$ cat config.mk
export PLATFORM = sky130hd
export DESIGN_NAME = smc_sleep_ctrl
export DESIGN_NICKNAME = d
export VERILOG_FILES = /design/src/core/smc_pkg.sv /design/src/core/smc_sleep_ctrl.sv
export SDC_FILE = /design/constraint.sdc
export NUM_CORES = 1
export LEC_CHECK = 0
export BUFFER_PORTS_ARGS = -buffer_cell sky130_fd_sc_hd__clkbuf_2
export CORE_MARGIN = 3
export CORE_UTILIZATION = 30
export CTS_BUF_LIST = sky130_fd_sc_hd__clkbuf_8
export DETAILED_ROUTE_END_ITERATION = 6
export SETUP_SLACK_MARGIN = 0.05
export SLEW_MARGIN = 20
export SYNTH_ARGS = -nofsm -noshare
export SYNTH_HDL_FRONTEND = slang
export SYNTH_SLANG_ARGS = --single-unit
$ cat constraint.sdc
create_clock -name pclk -period 1.94 [get_ports pclk]
set_input_delay 0.194 -clock pclk [delete_from_list [all_inputs] [get_ports pclk]]
set_output_delay 0.194 -clock pclk [all_outputs]
set_load 0.05 [all_outputs]
$ cat src/core/smc_pkg.sv
package smc_pkg;
    localparam logic [11:0] ADDR_CTRL   = 12'h000;
    localparam logic [11:0] ADDR_STATUS = 12'h004;
    localparam logic [11:0] ADDR_SRC    = 12'h008;

    localparam int SE_BIT    = 0;
    localparam int SM_LSB    = 1;
    localparam int SM_MSB    = 3;
    localparam logic [7:0] CTRL_RESET = 8'h00;

    localparam logic [2:0] MODE_IDLE    = 3'h0;
    localparam logic [2:0] MODE_ADCNR   = 3'h1;
    localparam logic [2:0] MODE_PDOWN   = 3'h2;
    localparam logic [2:0] MODE_PSAVE   = 3'h3;
    localparam logic [2:0] MODE_STANDBY = 3'h6;

    // halt after wake beyond start-up
    localparam int WAKE_HALT_CYC    = 4;
    // standby restart in clock cycles
    localparam int STANDBY_WAKE_CYC = 6;
    localparam int CNT_W            = 16;

    typedef enum logic [3:0] {
        SMC_RUN   = 4'b0001,
        SMC_SLEEP = 4'b0010,
        SMC_START = 4'b0100,
        SMC_HALT  = 4'b1000
    } smc_state_t;
endpackage

$ cat src/core/smc_sleep_ctrl.sv
// Functional notes
// sleep needs enable bit plus sleep instruction
// mode field selects among five sleep modes
// core halted four cycles after start-up
// register file and sram kept intact
// reset during sleep restarts at reset vector
// control register layout, upper bits zero
// software sets enable just before sleeping
// idle stops only core and flash clocks
// idle or noise mode starts adc conversion
// noise mode also stops io clock
// noise mode wake sources limited
// power-down stops main oscillator, all clocks
// power-down wake sources limited
// power-down wake waits start-up time
// level wake held long enough externally
// power-save keeps timer2 and display running
// timer2 wake needs its enable and global
// power-save oscillators stop when unused
// standby keeps oscillator, six cycle wake
// timer oscillator in idle only if async
// idle wakes on any enabled interrupt
// software picks proper deep mode
// reserved mode code leaves core running
// standby without crystal acts as power-down
`timescale 1ns/1ps
module smc_sleep_ctrl
(
    input  wire logic                      pclk,
    input  wire logic                      presetn,
    input  wire logic                      psel,
    input  wire logic                      penable,
    input  wire logic                      pwrite,
    input  wire logic [11:0]               paddr,
    input  wire logic [31:0]               pwdata,
    output logic                           pready,
    output logic                           pslverr,
    output logic [31:0]                    prdata,
    input  wire logic                      sleep_instr,
    input  wire logic                      core_reset,
    input  wire logic                      ext_crystal,
    input  wire logic [smc_pkg::CNT_W-1:0] startup_cycles,
    input  wire logic                      adc_enabled,
    input  wire logic                      tmr2_running,
    input  wire logic                      tmr2_async,
    input  wire logic                      lcd_running,
    input  wire logic                      lcd_async,
    input  wire logic                      global_irq_en,
    input  wire logic                      tmr2_ovf_irq,
    input  wire logic                      tmr2_cmp_irq,
    input  wire logic                      tmr2_ovf_en,
    input  wire logic                      tmr2_cmp_en,
    input  wire logic                      adc_done_irq,
    input  wire logic                      lcd_irq,
    input  wire logic                      usi_start_irq,
    input  wire logic                      eeprom_rdy_irq,
    input  wire logic                      external_irq_zero_level_irq,
    input  wire logic                      external_irq_zero_edge_irq,
    input  wire logic                      pin_change_irq,
    input  wire logic                      other_io_irq,
    output logic                           clk_cpu_en,
    output logic                           clk_flash_en,
    output logic                           clk_io_en,
    output logic                           clk_adc_en,
    output logic                           async_clock_en,
    output logic                           main_osc_en,
    output logic                           timer_osc_en,
    output logic                           adc_start,
    output logic                           core_halted,
    output logic                           wake_irq_take
);
    smc_pkg::smc_state_t            state_q;
    smc_pkg::smc_state_t            state_d;
    logic [2:0]                     mode_q;
    logic                           se_q;
    logic [2:0]                     act_mode_q;
    logic [smc_pkg::CNT_W-1:0]      cnt_q;
    logic [smc_pkg::CNT_W-1:0]      cnt_d;
    logic                           wake;
    logic                           mode_ok;
    logic                           enter;
    logic [2:0]                     eff_mode;
    logic                           wr_en;
    logic                           rd_en;
    logic                           addr_ok;
    logic                           t2_wake;
    logic                           async_use;
    logic [smc_pkg::CNT_W-1:0]      restart_cnt;

    assign wr_en   = psel & penable & pwrite;
    assign rd_en   = psel & ~penable & ~pwrite;
    assign addr_ok = (paddr == smc_pkg::ADDR_CTRL) || (paddr == smc_pkg::ADDR_STATUS)
                     || (paddr == smc_pkg::ADDR_SRC);
    assign pready  = 1'b1;
    assign pslverr = psel & penable & ~addr_ok;

    always_ff @(posedge pclk or negedge presetn)
    begin
        if (!presetn)
        begin
            se_q   <= smc_pkg::CTRL_RESET[smc_pkg::SE_BIT];
            mode_q <= smc_pkg::CTRL_RESET[smc_pkg::SM_MSB:smc_pkg::SM_LSB];
        end
        else if (wr_en && paddr == smc_pkg::ADDR_CTRL)
        begin
            se_q   <= pwdata[smc_pkg::SE_BIT];
            mode_q <= pwdata[smc_pkg::SM_MSB:smc_pkg::SM_LSB];
        end
    end

    always_ff @(posedge pclk or negedge presetn)
    begin
        if (!presetn)
            prdata <= 32'h0;
        else if (rd_en)
        begin
            case (paddr)
                smc_pkg::ADDR_CTRL:   prdata <= {28'h0, mode_q, se_q};
                smc_pkg::ADDR_STATUS: prdata <= {25'h0, act_mode_q, state_q};
                smc_pkg::ADDR_SRC:    prdata <= {31'h0, ext_crystal};
                default:              prdata <= 32'h0;
            endcase
        end
    end

    // reserved codes never enter; standby falls back without a crystal
    always_comb
    begin
        eff_mode = mode_q;
        mode_ok  = 1'b1;
        case (mode_q)
            smc_pkg::MODE_IDLE, smc_pkg::MODE_ADCNR,
            smc_pkg::MODE_PDOWN, smc_pkg::MODE_PSAVE: mode_ok = 1'b1;
            smc_pkg::MODE_STANDBY:
                if (!ext_crystal)
                    eff_mode = smc_pkg::MODE_PDOWN;
            default: mode_ok = 1'b0;
        endcase
    end

    assign enter     = sleep_instr & se_q & mode_ok;
    assign async_use = (tmr2_running & tmr2_async) | (lcd_running & lcd_async);
    assign t2_wake   = global_irq_en & ((tmr2_ovf_irq & tmr2_ovf_en)
                       | (tmr2_cmp_irq & tmr2_cmp_en));

    always_comb
    begin
        wake = 1'b0;
        case (act_mode_q)
            smc_pkg::MODE_IDLE:
                wake = t2_wake | adc_done_irq | lcd_irq | usi_start_irq | eeprom_rdy_irq
                       | external_irq_zero_level_irq | external_irq_zero_edge_irq | pin_change_irq
                       | other_io_irq;
            smc_pkg::MODE_ADCNR:
                wake = adc_done_irq | usi_start_irq | eeprom_rdy_irq | external_irq_zero_level_irq
                       | pin_change_irq | (async_use & (lcd_irq | t2_wake));
            smc_pkg::MODE_PSAVE:
                wake = usi_start_irq | external_irq_zero_level_irq | pin_change_irq
                       | (lcd_running & lcd_irq) | (tmr2_running & t2_wake);
            default:
                wake = usi_start_irq | external_irq_zero_level_irq | pin_change_irq;
        endcase
    end

    // standby only needs the fixed restart; deep modes use the fuse time-out
    assign restart_cnt = (act_mode_q == smc_pkg::MODE_STANDBY)
                         ? smc_pkg::CNT_W'(smc_pkg::STANDBY_WAKE_CYC)
                         : (act_mode_q == smc_pkg::MODE_PDOWN
                            || act_mode_q == smc_pkg::MODE_PSAVE)
                           ? startup_cycles : smc_pkg::CNT_W'(0);

    always_comb
    begin
        state_d = state_q;
        cnt_d   = cnt_q;
        case (state_q)
            smc_pkg::SMC_RUN:
                if (enter)
                    state_d = smc_pkg::SMC_SLEEP;
            smc_pkg::SMC_SLEEP:
                if (wake)
                begin
                    if (restart_cnt != '0)
                    begin
                        state_d = smc_pkg::SMC_START;
                        cnt_d   = restart_cnt;
                    end
                    else
                    begin
                        state_d = smc_pkg::SMC_HALT;
                        cnt_d   = smc_pkg::CNT_W'(smc_pkg::WAKE_HALT_CYC);
                    end
                end
            smc_pkg::SMC_START:
            begin
                cnt_d = cnt_q - 1'b1;
                if (cnt_q == smc_pkg::CNT_W'(1))
                begin
                    state_d = smc_pkg::SMC_HALT;
                    cnt_d   = smc_pkg::CNT_W'(smc_pkg::WAKE_HALT_CYC);
                end
            end
            smc_pkg::SMC_HALT:
            begin
                cnt_d = cnt_q - 1'b1;
                if (cnt_q == smc_pkg::CNT_W'(1))
                    state_d = smc_pkg::SMC_RUN;
            end
            default: state_d = smc_pkg::SMC_RUN;
        endcase
    end

    // core reset drops straight to run so execution restarts at the reset vector
    always_ff @(posedge pclk or negedge presetn)
    begin
        if (!presetn)
        begin
            state_q <= smc_pkg::SMC_RUN;
            cnt_q   <= '0;
        end
        else if (core_reset)
        begin
            state_q <= smc_pkg::SMC_RUN;
            cnt_q   <= '0;
        end
        else
        begin
            state_q <= state_d;
            cnt_q   <= cnt_d;
        end
    end

    always_ff @(posedge pclk or negedge presetn)
    begin
        if (!presetn)
            act_mode_q <= smc_pkg::MODE_IDLE;
        else if (state_q == smc_pkg::SMC_RUN && enter)
            act_mode_q <= eff_mode;
    end

    always_ff @(posedge pclk or negedge presetn)
    begin
        if (!presetn)
        begin
            adc_start     <= 1'b0;
            wake_irq_take <= 1'b0;
        end
        else
        begin
            adc_start <= state_q == smc_pkg::SMC_RUN && enter && adc_enabled
                         && (eff_mode == smc_pkg::MODE_IDLE
                             || eff_mode == smc_pkg::MODE_ADCNR);
            // only a normal wake resumes via the handler, not a reset
            wake_irq_take <= state_q == smc_pkg::SMC_HALT && cnt_q == smc_pkg::CNT_W'(1)
                             && !core_reset;
        end
    end

    // gating only stops clocks; storage is never cleared here
    always_comb
    begin
        clk_cpu_en   = 1'b1;
        clk_flash_en = 1'b1;
        clk_io_en    = 1'b1;
        clk_adc_en   = 1'b1;
        async_clock_en   = 1'b1;
        main_osc_en  = 1'b1;
        timer_osc_en = async_use;
        if (state_q == smc_pkg::SMC_SLEEP)
        begin
            clk_cpu_en   = 1'b0;
            clk_flash_en = 1'b0;
            case (act_mode_q)
                smc_pkg::MODE_IDLE:
                    timer_osc_en = async_use;
                smc_pkg::MODE_ADCNR:
                begin
                    clk_io_en    = 1'b0;
                    timer_osc_en = async_use;
                end
                smc_pkg::MODE_PSAVE:
                begin
                    clk_io_en    = 1'b0;
                    clk_adc_en   = 1'b0;
                    main_osc_en  = (tmr2_running & ~tmr2_async)
                                   | (lcd_running & ~lcd_async);
                    timer_osc_en = async_use;
                end
                smc_pkg::MODE_STANDBY:
                begin
                    clk_io_en    = 1'b0;
                    clk_adc_en   = 1'b0;
                    async_clock_en   = 1'b0;
                    main_osc_en  = 1'b1;
                    timer_osc_en = 1'b0;
                end
                default:
                begin
                    clk_io_en    = 1'b0;
                    clk_adc_en   = 1'b0;
                    async_clock_en   = 1'b0;
                    main_osc_en  = 1'b0;
                    timer_osc_en = 1'b0;
                end
            endcase
        end
        else if (state_q == smc_pkg::SMC_START)
        begin
            clk_cpu_en   = 1'b0;
            clk_flash_en = 1'b0;
        end
    end

    assign core_halted = state_q != smc_pkg::SMC_RUN;

    property p_no_sleep_without_se;
        @(posedge pclk) disable iff (!presetn)
        (state_q == smc_pkg::SMC_RUN && !se_q && !core_reset) |=> state_q == smc_pkg::SMC_RUN;
    endproperty
    a_no_sleep_without_se: assert property (p_no_sleep_without_se)
        else $error("sleep entered without enable");

    property p_reserved_stays;
        @(posedge pclk) disable iff (!presetn)
        (state_q == smc_pkg::SMC_RUN && (mode_q == 3'h4 || mode_q == 3'h5 || mode_q == 3'h7))
        |=> state_q == smc_pkg::SMC_RUN;
    endproperty
    a_reserved_stays: assert property (p_reserved_stays)
        else $error("reserved mode entered sleep");

    property p_halt_four;
        @(posedge pclk) disable iff (!presetn || core_reset)
        $rose(state_q == smc_pkg::SMC_HALT) |-> (state_q == smc_pkg::SMC_HALT)[*4]
        ##1 state_q == smc_pkg::SMC_RUN;
    endproperty
    a_halt_four: assert property (p_halt_four)
        else $error("halt not four cycles");

    property p_reset_wakes;
        @(posedge pclk) disable iff (!presetn)
        core_reset |=> state_q == smc_pkg::SMC_RUN && !wake_irq_take;
    endproperty
    a_reset_wakes: assert property (p_reset_wakes)
        else $error("reset did not wake");

    property p_idle_clocks;
        @(posedge pclk) disable iff (!presetn)
        (state_q == smc_pkg::SMC_SLEEP && act_mode_q == smc_pkg::MODE_IDLE)
        |-> !clk_cpu_en && !clk_flash_en && clk_io_en && clk_adc_en && main_osc_en;
    endproperty
    a_idle_clocks: assert property (p_idle_clocks)
        else $error("idle gating wrong");

    property p_pdown_off;
        @(posedge pclk) disable iff (!presetn)
        (state_q == smc_pkg::SMC_SLEEP && act_mode_q == smc_pkg::MODE_PDOWN)
        |-> !main_osc_en && !clk_io_en && !async_clock_en;
    endproperty
    a_pdown_off: assert property (p_pdown_off)
        else $error("power-down clocks running");

    property p_standby_six;
        @(posedge pclk) disable iff (!presetn || core_reset)
        (state_q == smc_pkg::SMC_SLEEP && act_mode_q == smc_pkg::MODE_STANDBY && wake)
        |=> (state_q == smc_pkg::SMC_START)[*6] ##1 state_q == smc_pkg::SMC_HALT;
    endproperty
    a_standby_six: assert property (p_standby_six)
        else $error("standby wake not six cycles");

    property p_pdown_edge_ignored;
        @(posedge pclk) disable iff (!presetn || core_reset)
        (state_q == smc_pkg::SMC_SLEEP && act_mode_q == smc_pkg::MODE_PDOWN
         && external_irq_zero_edge_irq && !usi_start_irq && !external_irq_zero_level_irq && !pin_change_irq)
        |=> state_q == smc_pkg::SMC_SLEEP;
    endproperty
    a_pdown_edge_ignored: assert property (p_pdown_edge_ignored)
        else $error("edge woke power-down");

    property p_adc_start;
        @(posedge pclk) disable iff (!presetn)
        (state_q == smc_pkg::SMC_RUN && enter && adc_enabled && eff_mode == smc_pkg::MODE_ADCNR)
        |=> adc_start;
    endproperty
    a_adc_start: assert property (p_adc_start)
        else $error("no adc start on entry");

    c_idle_wake: cover property (@(posedge pclk) disable iff (!presetn)
        state_q == smc_pkg::SMC_SLEEP && act_mode_q == smc_pkg::MODE_IDLE ##1
        state_q == smc_pkg::SMC_HALT);
    c_pdown_wake: cover property (@(posedge pclk) disable iff (!presetn)
        state_q == smc_pkg::SMC_SLEEP && act_mode_q == smc_pkg::MODE_PDOWN ##1
        state_q == smc_pkg::SMC_START);
    c_reset_sleep: cover property (@(posedge pclk) disable iff (!presetn)
        state_q == smc_pkg::SMC_SLEEP && core_reset);
endmodule // smc_sleep_ctrl

==> results.json, run 1 <==
{
  "area_growth_syn_to_layout_pct": 38.8,
  "fin_util_pct": 43.0,
  "vias": 2742,
  "worst_pin_slew_ns": 0.562,
  "maxSlewHeadroom_pct": 62.2,
  "yosysTopAreaCell": "dfrtp_1",
  "rsz0062_at_grt": "yes",
  "worstPathRequired_ns": 2.12,
  "total_leakage_power_nw": 1.75,
  "maxCapViolCount": 0,
  "gr-total-overflow": 0,
  "grt_start_max_net_pins": 17,
  "dp_hpwl_um": 6220,
  "timing.fmax_mhz": 514,
  "end_kind": "register",
  "r2r_end": "act_mode_q[0]",
  "viasPerCell": 5.14,
  "stdcell_count": 533,
  "worstSkewPairLatency_ns": 0.29,
  "first_pass_iters": 6,
  "min_to": "mode_q[2]",
  "root_buffer": "clkbuf_8",
  "core_area_sq_um": 8720,
  "synth.avg_cell_area_sq_um": 8.81,
  "violations": "setup timing",
  "synth.distinct_cells": 62,
  "cts.htree.levels": 2,
  "crit_fanout": 6,
  "dp_slack_ns": -0.0361,
  "fill_cells": 843,
  "grt_pass1_wl_um": 12800,
  "start_util_pct": 31.0,
  "startpoint_type": "register",
  "grt_pass1_vias": 2678,
  "die_width_um": 101,
  "rr_worst_depth": 5,
  "die_h_um": 101,
  "fin_crit_ns": 1.94,
  "dp_cells": 511,
  "syn_inst": 307,
  "place_congestion": 0.928,
  "dieArea_sq_um": 10200,
  "ff2ff_setup_slack_ns": -0.004,
  "synth_top_area_share_pct": 32.4,
  "cts_buffer_depth": 2,
  "finalCritPeriodShare_pct": 100,
  "status": "complete, but fails checks",
  "setup_ws_ns": -0.00372,
  "setup_viol": 2,
  "cts_tree": "built",
  "wl_per_cell_um": 15.1,
  "layout_commonest_cell": "clkbuf_2",
  "mostFrequentLayoutCells": "clkbuf_2, buf_4, dfrtp_1",
  "cts.sinks": 36,
  "antenna_found_initial": 0,
  "wl_um": 8050,
  "async_flop_share_pct": 100,
  "synth_area_leaders": "dfrtp_1, buf_4, nand2_1, a21oi_1, o31ai_1",
  "critical_path_arrival_ns": 2.13,
  "hold_viol": 0,
  "timing.rr.start": "state_q[0]",
  "final_antenna_net_count": 0,
  "ys.flop_type": "dfrtp_1",
  "netlist_area_sq_um": 2700,
  "drc_errors": 0,
  "holdCritStartpoint": "pwdata[3]",
  "holdPathStages": 2,
  "seq_area_frac_synth_pct": 33.4,
  "hold-worst-slack_ns": 0.127,
  "path_class": "reg -> reg",
  "ys_ff_latch": 36,
  "io_buffers": 75,
  "synth_edf_count": 0,
  "drive_gt1_share_pct": 44.9,
  "finalClockSkew_ns": 0.00814,
  "peakVddDrop_uv": 194,
  "io_pins": 130,
  "diodes": 0,
  "fin_area_sq_um": 3750,
  "yosys_warnings": 0,
  "slew_violations": 0,
  "clk_pin_slew_worst_paths_ns": 0.08,
  "cts_made_buffers": 5,
  "p_per_area_nw_per_um2": 439,
  "grt_usage_pct": 15.8,
  "drtIter0Drc": 202,
  "hold_class": "in -> reg",
  "nNetsFinal": 512,
  "fp-row-count": 34,
  "placed_area_sq_um": 3320
}
report_power, final:
part / switching (W) / leakage, nW / internal (W)
clock network: 0.000287 / 0.0486 / 0.000284
registers: 0.00000230 / 0.495 / 0.000752
logic: 0.000227 / 1.20 / 0.0000948
logic make-up after synthesis:
logic type | count (synthesis) | synth area share (%)
XOR/XNOR | 3 | 0.972
AO/OA/AOI/OAI | 92 | 24.1
multiplexers | 11 | 4.63
AND/OR/NAND/NOR | 109 | 23.5
buffers and inverters | 52 | 12.3
other | 2 | 0.278
flip-flops | 36 | 33.4
adder cells (fa/ha/maj) | 2 | 0.925
worst max path at each step:
stage                           from             to  slack (ns)  depth (start not counted)
after global placement     cnt_q[13]       cnt_q[8]       -0.03                          6
after global routing      state_q[2]       cnt_q[1]       -0.11                          8
after floorplan           state_q[0]   clk_flash_en       -0.09                          4
after detailed placement   cnt_q[13]       cnt_q[8]       -0.04                          6
final                     state_q[0]  act_mode_q[0]      -0.004                          5
after CTS                 state_q[2]   timer_osc_en       -0.01                          6
layer usage:
metal | vias to the layer above | routed length (um) | GRT usage (%)
met5 | - | 0 | 0
met4 | 0 | 188 | 6.13
li1 | 1314 | - | -
met2 | 115 | 4030 | 26.6
met1 | 1298 | 3340 | 20.1
met3 | 15 | 487 | 2.91
final cells by class:
class / instances / area [sq um] / share of cell area, %
Multi-Input combinational cell: 243 / 1730 / 46.1
Sequential cell: 36 / 903 / 24.1
Timing Repair Buffer: 128 / 855 / 22.8
Tap cell: 108 / 135 / 3.60
Clock buffer: 6 / 82.6 / 2.20
Inverter: 10 / 37.5 / 1.00
Clock inverter: 2 / 11.3 / 0.300
through the flow:
step | TNS (ns) | total power, W
after floorplan | -0.220 | 0.000991
after detailed placement | -0.0615 | 0.00107
final | -0.00576 | 0.00165
after global routing | -0.877 | 0.00172
after CTS | -0.0241 | 0.00166
after global placement | -0.0267 | 0.00107
cell usage after synthesis (5+ instances only):
| cell type | instances |
|---|---|
| a21oi_1 | 19 |
| a22o_1 | 6 |
| a22oi_1 | 5 |
| and2_1 | 5 |
| buf_4 | 29 |
| clkbuf_1 | 6 |
| dfrtp_1 | 35 |
| inv_1 | 9 |
| mux2i_1 | 5 |
| nand2_1 | 26 |
| nand3_1 | 8 |
| nor2_1 | 20 |
| nor2b_1 | 5 |
| nor3_1 | 12 |
| nor4_1 | 11 |
| o21ai_0 | 13 |
| o21ai_1 | 7 |
| o31ai_1 | 12 |
what timing repair did:
action                                 CTS  global route
gates resized for setup                 37            33
hold buffers                             1             0
endpoints found under the hold margin    8             0
pin swaps                                3             9
cloned                                   1             0
setup endpoints to repair               19            30
buffers inserted                         6             6
state kept, by name (all words and copies together) (netlist names):
signal and flops:
cnt_q 16, prdata 7, state_q 4, act_mode_q 3
mode_q 3, adc_start 1, se_q 1, wake_irq_take 1
critical path, cell delays in order (launching register included):
cell and delay [ns]:
dfstp_2 0.62, inv_2 0.05, or4_4 0.55, a21oi_4 0.16, nand3_4 0.14, mux2_4 0.32
(Power assumes the default switching activity.)
==> inputs of run 2 (changes only) <==
Settings changed: CORE_UTILIZATION 30 to 40, PLACE_DENSITY set to 0.79.
==> results.json, run 2 (same netlist as run 1, synthesis figures left out) <==
{
  "cts.htree.levels": 2,
  "violations": "setup timing",
  "status": "complete, but fails checks",
  "cts_buffer_depth": 2,
  "setup_viol": 1,
  "place_congestion": 0.907,
  "drc_errors": 0,
  "cts.sinks": 36,
  "io_buffers": 75,
  "finalClockSkew_ns": 0.00456,
  "start_util_pct": 41.9,
  "cts_made_buffers": 5,
  "cp_cell_sequence": "nor4_4 -> nand2_2 -> o21ai_4 -> nor2_1 -> o211ai_1 -> o211ai_2",
  "p_switching_w": 0.000488,
  "io_pins": 130,
  "clockPowerShare_pct": 33.6,
  "dp_hpwl_um": 5670,
  "path_class": "reg -> reg",
  "maxCapViolCount": 0,
  "antenna_found_initial": 0,
  "dp_slack_ns": -0.0691,
  "worstPathRequired_ns": 2.09,
  "core_area_sq_um": 6460,
  "timing.fmax_mhz": 505,
  "cpMaxStageDelayCell": "dfrtp_1",
  "crit_fanout": 8,
  "rsz0062_at_grt": "yes",
  "layout_commonest_cell": "clkbuf_2",
  "mostFrequentLayoutCells": "clkbuf_2, buf_4, dfrtp_1",
  "setup_ws_ns": -0.0410,
  "diodes": 0,
  "total_leakage_power_nw": 1.72,
  "grt_start_max_net_pins": 21,
  "power_w": 0.00161,
  "wl_per_cell_um": 16.2,
  "top_regs": "cnt_q (16), prdata (7), state_q (4)",
  "startpoint_type": "register",
  "peakVddDrop_uv": 195,
  "vias": 2836,
  "p_per_area_nw_per_um2": 437,
  "grt_usage_pct": 19.3,
  "nNetsFinal": 505,
  "final_antenna_net_count": 0,
  "viasPerCell": 5.73,
  "die_h_um": 88.2,
  "cts_tree": "built",
  "die_width_um": 88.2,
  "switching_share_pct": 30.2,
  "gr-total-overflow": 0,
  "dieArea_sq_um": 7780,
  "first_pass_iters": 5,
  "largest_reg_flops": 16,
  "clk_pin_slew_worst_paths_ns": 0.07,
  "critPathTopFamily": "simple AND/OR/NAND/NOR gates",
  "slew_violations": 0,
  "area_growth_syn_to_layout_pct": 36.6,
  "top_register": "cnt_q",
  "combinationalPowerShare_pct": 19.7,
  "drive_gt1_share_pct": 44.7,
  "hold_class": "in -> reg",
  "fp-row-count": 29,
  "root_buffer": "clkbuf_8",
  "critical_path_arrival_ns": 2.13,
  "worstSkewPairLatency_ns": 0.29,
  "grt_pass1_wl_um": 12000,
  "fin_crit_ns": 1.98,
  "wl_um": 8000,
  "worstPathBufferInverterCount": 0,
  "grt_pass1_vias": 2607,
  "p_int_w": 0.00113,
  "end_kind": "register",
  "hold_viol": 0,
  "sequentialPowerShare_pct": 46.7,
  "drtIter0Drc": 251,
  "finalCritPeriodShare_pct": 102,
  "slowest_delay_ns": 0.43
}
run 2: power by group through the flow:
stage	sequential (W)	clock (W)	combinational [W]
floorplan	0.000769	0	0.000222
global placement	0.000768	0	0.000296
detailed placement	0.000768	0	0.000299
CTS	0.000754	0.000555	0.000306
global route	0.000753	0.000592	0.000338
finish	0.000754	0.000542	0.000319
run 2: path summary, 6_finish.rpt:
kind / from / end / slack (ns) / cells past startpoint
worst max-delay path: cnt_q[10] / cnt_q[8] / -0.04 / 6
worst max register to register: cnt_q[10] / cnt_q[8] / -0.04 / 6
max in group asynchronous: presetn / state_q[2] / 0.88 / 3
min in group asynchronous: presetn / cnt_q[4] / 0.39 / 2
worst min-delay path: pwdata[1] / mode_q[0] / 0.14 / 2
worst min register to register: prdata[3] / prdata[3] / 0.48 / 2
run 2: worst register-to-register path, cell delays in order, from the launching register on:
cell and delay (ns):
dfrtp_1 0.43, nor4_4 0.38, nand2_2 0.21, o21ai_4 0.33, nor2_1 0.13, o211ai_1 0.24
o211ai_2 0.14
run 2: stage by stage:
step | std cells | instance area, sq um | TNS, ns | util [%] | hold WS (ns)
final | 495 | 3690 | -0.0410 | 57.2 | 0.138
after global routing | 495 | 3690 | -0.626 | 57.2 | 0.137
after CTS | 487 | 3450 | -0.00825 | 53.4 | 0.133
after detailed placement | 474 | 3240 | -0.395 | 50.1 | 0.148
after global placement | 474 | 3240 | -0.101 | 50.1 | 0.165
after floorplan | 331 | 2810 | -0.220 | - | -0.102
run 2: metal layers:
metal	wire length, um	global-route usage (%)	vias to the layer above
li1	-	-	1307
met1	3140	25.0	1315
met2	3930	32.0	179
met5	0	0	-
met4	260	8.10	0
met3	671	3.26	35
run 2: area by class of cell:
cell class                      count  area (sq um)
Fill cell                         526          2770
Multi-Input combinational cell    244          1780
Sequential cell                    36           903
Timing Repair Buffer              120           786
Tap cell                           77          96.3
Clock buffer                        6          82.6
Inverter                           10          37.5
Clock inverter                      2          10.0
run 2: what timing repair did:
item,CTS,global route
gates resized for setup,17,53
hold endpoints to repair,15,0
endpoints found under the setup margin,20,25
hold buffers,1,0
cloned,1,1
setup buffers,3,7
pin swaps,6,16
==> inputs of run 3 (changes only) <==
Settings changed: ABC_AREA set to 1, PLACE_DENSITY 0.79 to 0.77.
==> results.json, run 3 <==
{
  "timing.fmax_mhz": 552,
  "wl_um": 7280,
  "synth_area_leaders": "dfrtp_1, nand2_1, buf_4, nand3_1, inv_1",
  "rsz0062_at_grt": "yes",
  "end_kind": "output port",
  "p_per_area_nw_per_um2": 828,
  "mostFrequentLayoutCells": "nand2_1, clkbuf_2, inv_1",
  "dieArea_sq_um": 8270,
  "final_antenna_net_count": 0,
  "viasPerCell": 4.77,
  "ys.flop_type": "dfrtp_1",
  "placed_area_sq_um": 3250,
  "critical_path_arrival_ns": 1.62,
  "fin_area_sq_um": 3390,
  "synth_edf_count": 0,
  "root_buffer": "clkbuf_8",
  "dp_hpwl_um": 5650,
  "cts_made_buffers": 5,
  "finalClockSkew_ns": 0.00520,
  "top_regs": "cnt_q (16), prdata (7), state_q (4)",
  "largest_reg_flops": 16,
  "hold_viol": 0,
  "diodes": 0,
  "routed-wl-met2_um": 3530,
  "routed-wl-met3_um": 411,
  "die_width_um": 91.0,
  "cts.htree.levels": 2,
  "setup-tns-final_ns": 0,
  "synth_top_cells_by_count": "nand2_1, inv_1, nor2_1, nand3_1, dfrtp_1",
  "setup_ws_ns": 0.127,
  "antenna_found_initial": 0,
  "clk_pin_slew_worst_paths_ns": 0.08,
  "finalCritPeriodShare_pct": 93.4,
  "status": "complete, no violations",
  "fp-row-count": 30,
  "yosysMostFrequentCell": "nand2_1",
  "drc_errors": 0,
  "place_congestion": 0.916,
  "vias": 2965,
  "dp_cells": 613,
  "worstSkewPairLatency_ns": 0.29,
  "slew_violations": 0,
  "startpoint_type": "register",
  "netlist_area_sq_um": 2890,
  "wl_per_cell_um": 11.7,
  "crit_fanout": 5,
  "io_buffers": 75,
  "ys_ff_latch": 36,
  "setup_viol": 0,
  "synth_top_area_share_pct": 30.3,
  "post_cts_buffers": 0,
  "peakVddDrop_uv": 329,
  "layout_commonest_cell": "nand2_1",
  "seq_area_frac_synth_pct": 31.2,
  "syn_inst": 449,
  "grt_pass1_wl_um": 12000,
  "fin_crit_ns": 1.81,
  "start_util_pct": 41.8,
  "area_growth_syn_to_layout_pct": 17.4,
  "drtIter0Drc": 173,
  "fill_cells": 694,
  "stdcell_count": 622,
  "grt_usage_pct": 17.4,
  "maxCapViolCount": 0,
  "dp_slack_ns": 0.176,
  "synth.avg_cell_area_sq_um": 6.43,
  "first_pass_iters": 5,
  "worstPathRequired_ns": 1.75,
  "drive_gt1_share_pct": 22.1,
  "path_class": "reg -> out",
  "async_flop_share_pct": 100,
  "wirelength_met1_um": 3230,
  "yosysTopAreaCell": "dfrtp_1",
  "top_register": "cnt_q",
  "nNetsFinal": 613,
  "grt_start_max_net_pins": 26,
  "cts_buffer_depth": 2,
  "yosys_warnings": 0,
  "top_layer": "met4",
  "gr-total-overflow": 0,
  "hold_class": "in -> reg",
  "die_h_um": 91.0,
  "total_leakage_power_nw": 1.89,
  "cts.sinks": 36,
  "cts_tree": "built",
  "synth.distinct_cells": 39,
  "io_pins": 130,
  "core_area_sq_um": 6910,
  "grt_pass1_vias": 2672,
  "power_w": 0.00281
}
[run 3: path summary, 6_finish.rpt]
check	depth (start not counted)	slack, ns	from	endpoint
setup / recovery	5	0.13	state_q[0]	clk_flash_en
hold / removal	3	0.12	pwdata[1]	mode_q[0]
setup reg to reg	9	0.19	cnt_q[1]	cnt_q[3]
hold reg to reg	2	0.48	prdata[6]	prdata[6]
max in group asynchronous	3	0.92	presetn	state_q[0]
min in group asynchronous	2	0.34	presetn	cnt_q[8]
[run 3: repair_timing]
action                                  4_1_cts  5_1_grt
endpoints found under the hold margin        11        0
hold buffers                                  1        0
resized for setup                             0        5
endpoints found under the setup margin        0       17
[run 3: kinds of logic (layout without fill, tap and decap cells)]
family | Yosys count | count (layout) | share of synthesized area [%]
buf+inv | 88 | 141 | 15.5
flops | 36 | 36 | 31.2
simple gates | 259 | 259 | 38.9
fa+ha+maj | 2 | 2 | 0.866
xor+xnor | 7 | 7 | 2.12
other cells | 2 | 26 | 0.260
compound gates | 55 | 55 | 11.1
[run 3: layout make-up]
type                    count  area, sq um  share of cell area [%]
repair buffers             79          408                    12.0
inverters                  54          203                    5.98
multi-input cells         349         1650                    48.5
clock inverters             3         42.5                    1.26
clock buffers               5         68.8                    2.03
flip-flops and latches     36          902                    26.6
well taps                  96          120                    3.54
[run 3: routing by layer]
metal	global-route usage [%]	vias up
li1	-	1519
met1	23.4	1345
met2	29.2	93
met3	2.49	8
met4	4.65	0
met5	0	-
[run 3: worst max-delay path, stage by stage (launching register included)]
cell     delay [ns]
dfstp_2        0.55
nor2_1         0.06
nand3_1        0.13
inv_1          0.13
nor2_2         0.17
buf_2          0.29
[run 3: stage by stage]
step | hold WS [ns] | util [%]
global route | 0.135 | 49.1
floorplan | -0.102 | -
global placement | 0.109 | 47.1
detailed placement | 0.112 | 47.1
finish | 0.122 | 49.1
CTS | 0.124 | 48.9
[run 3: power by group]
part | switching (W) | internal (W) | leakage, nW
clock | 0.000292 | 0.000380 | 0.0541
sequential | 0.0000956 | 0.000840 | 0.478
combinational | 0.000855 | 0.000346 | 1.36
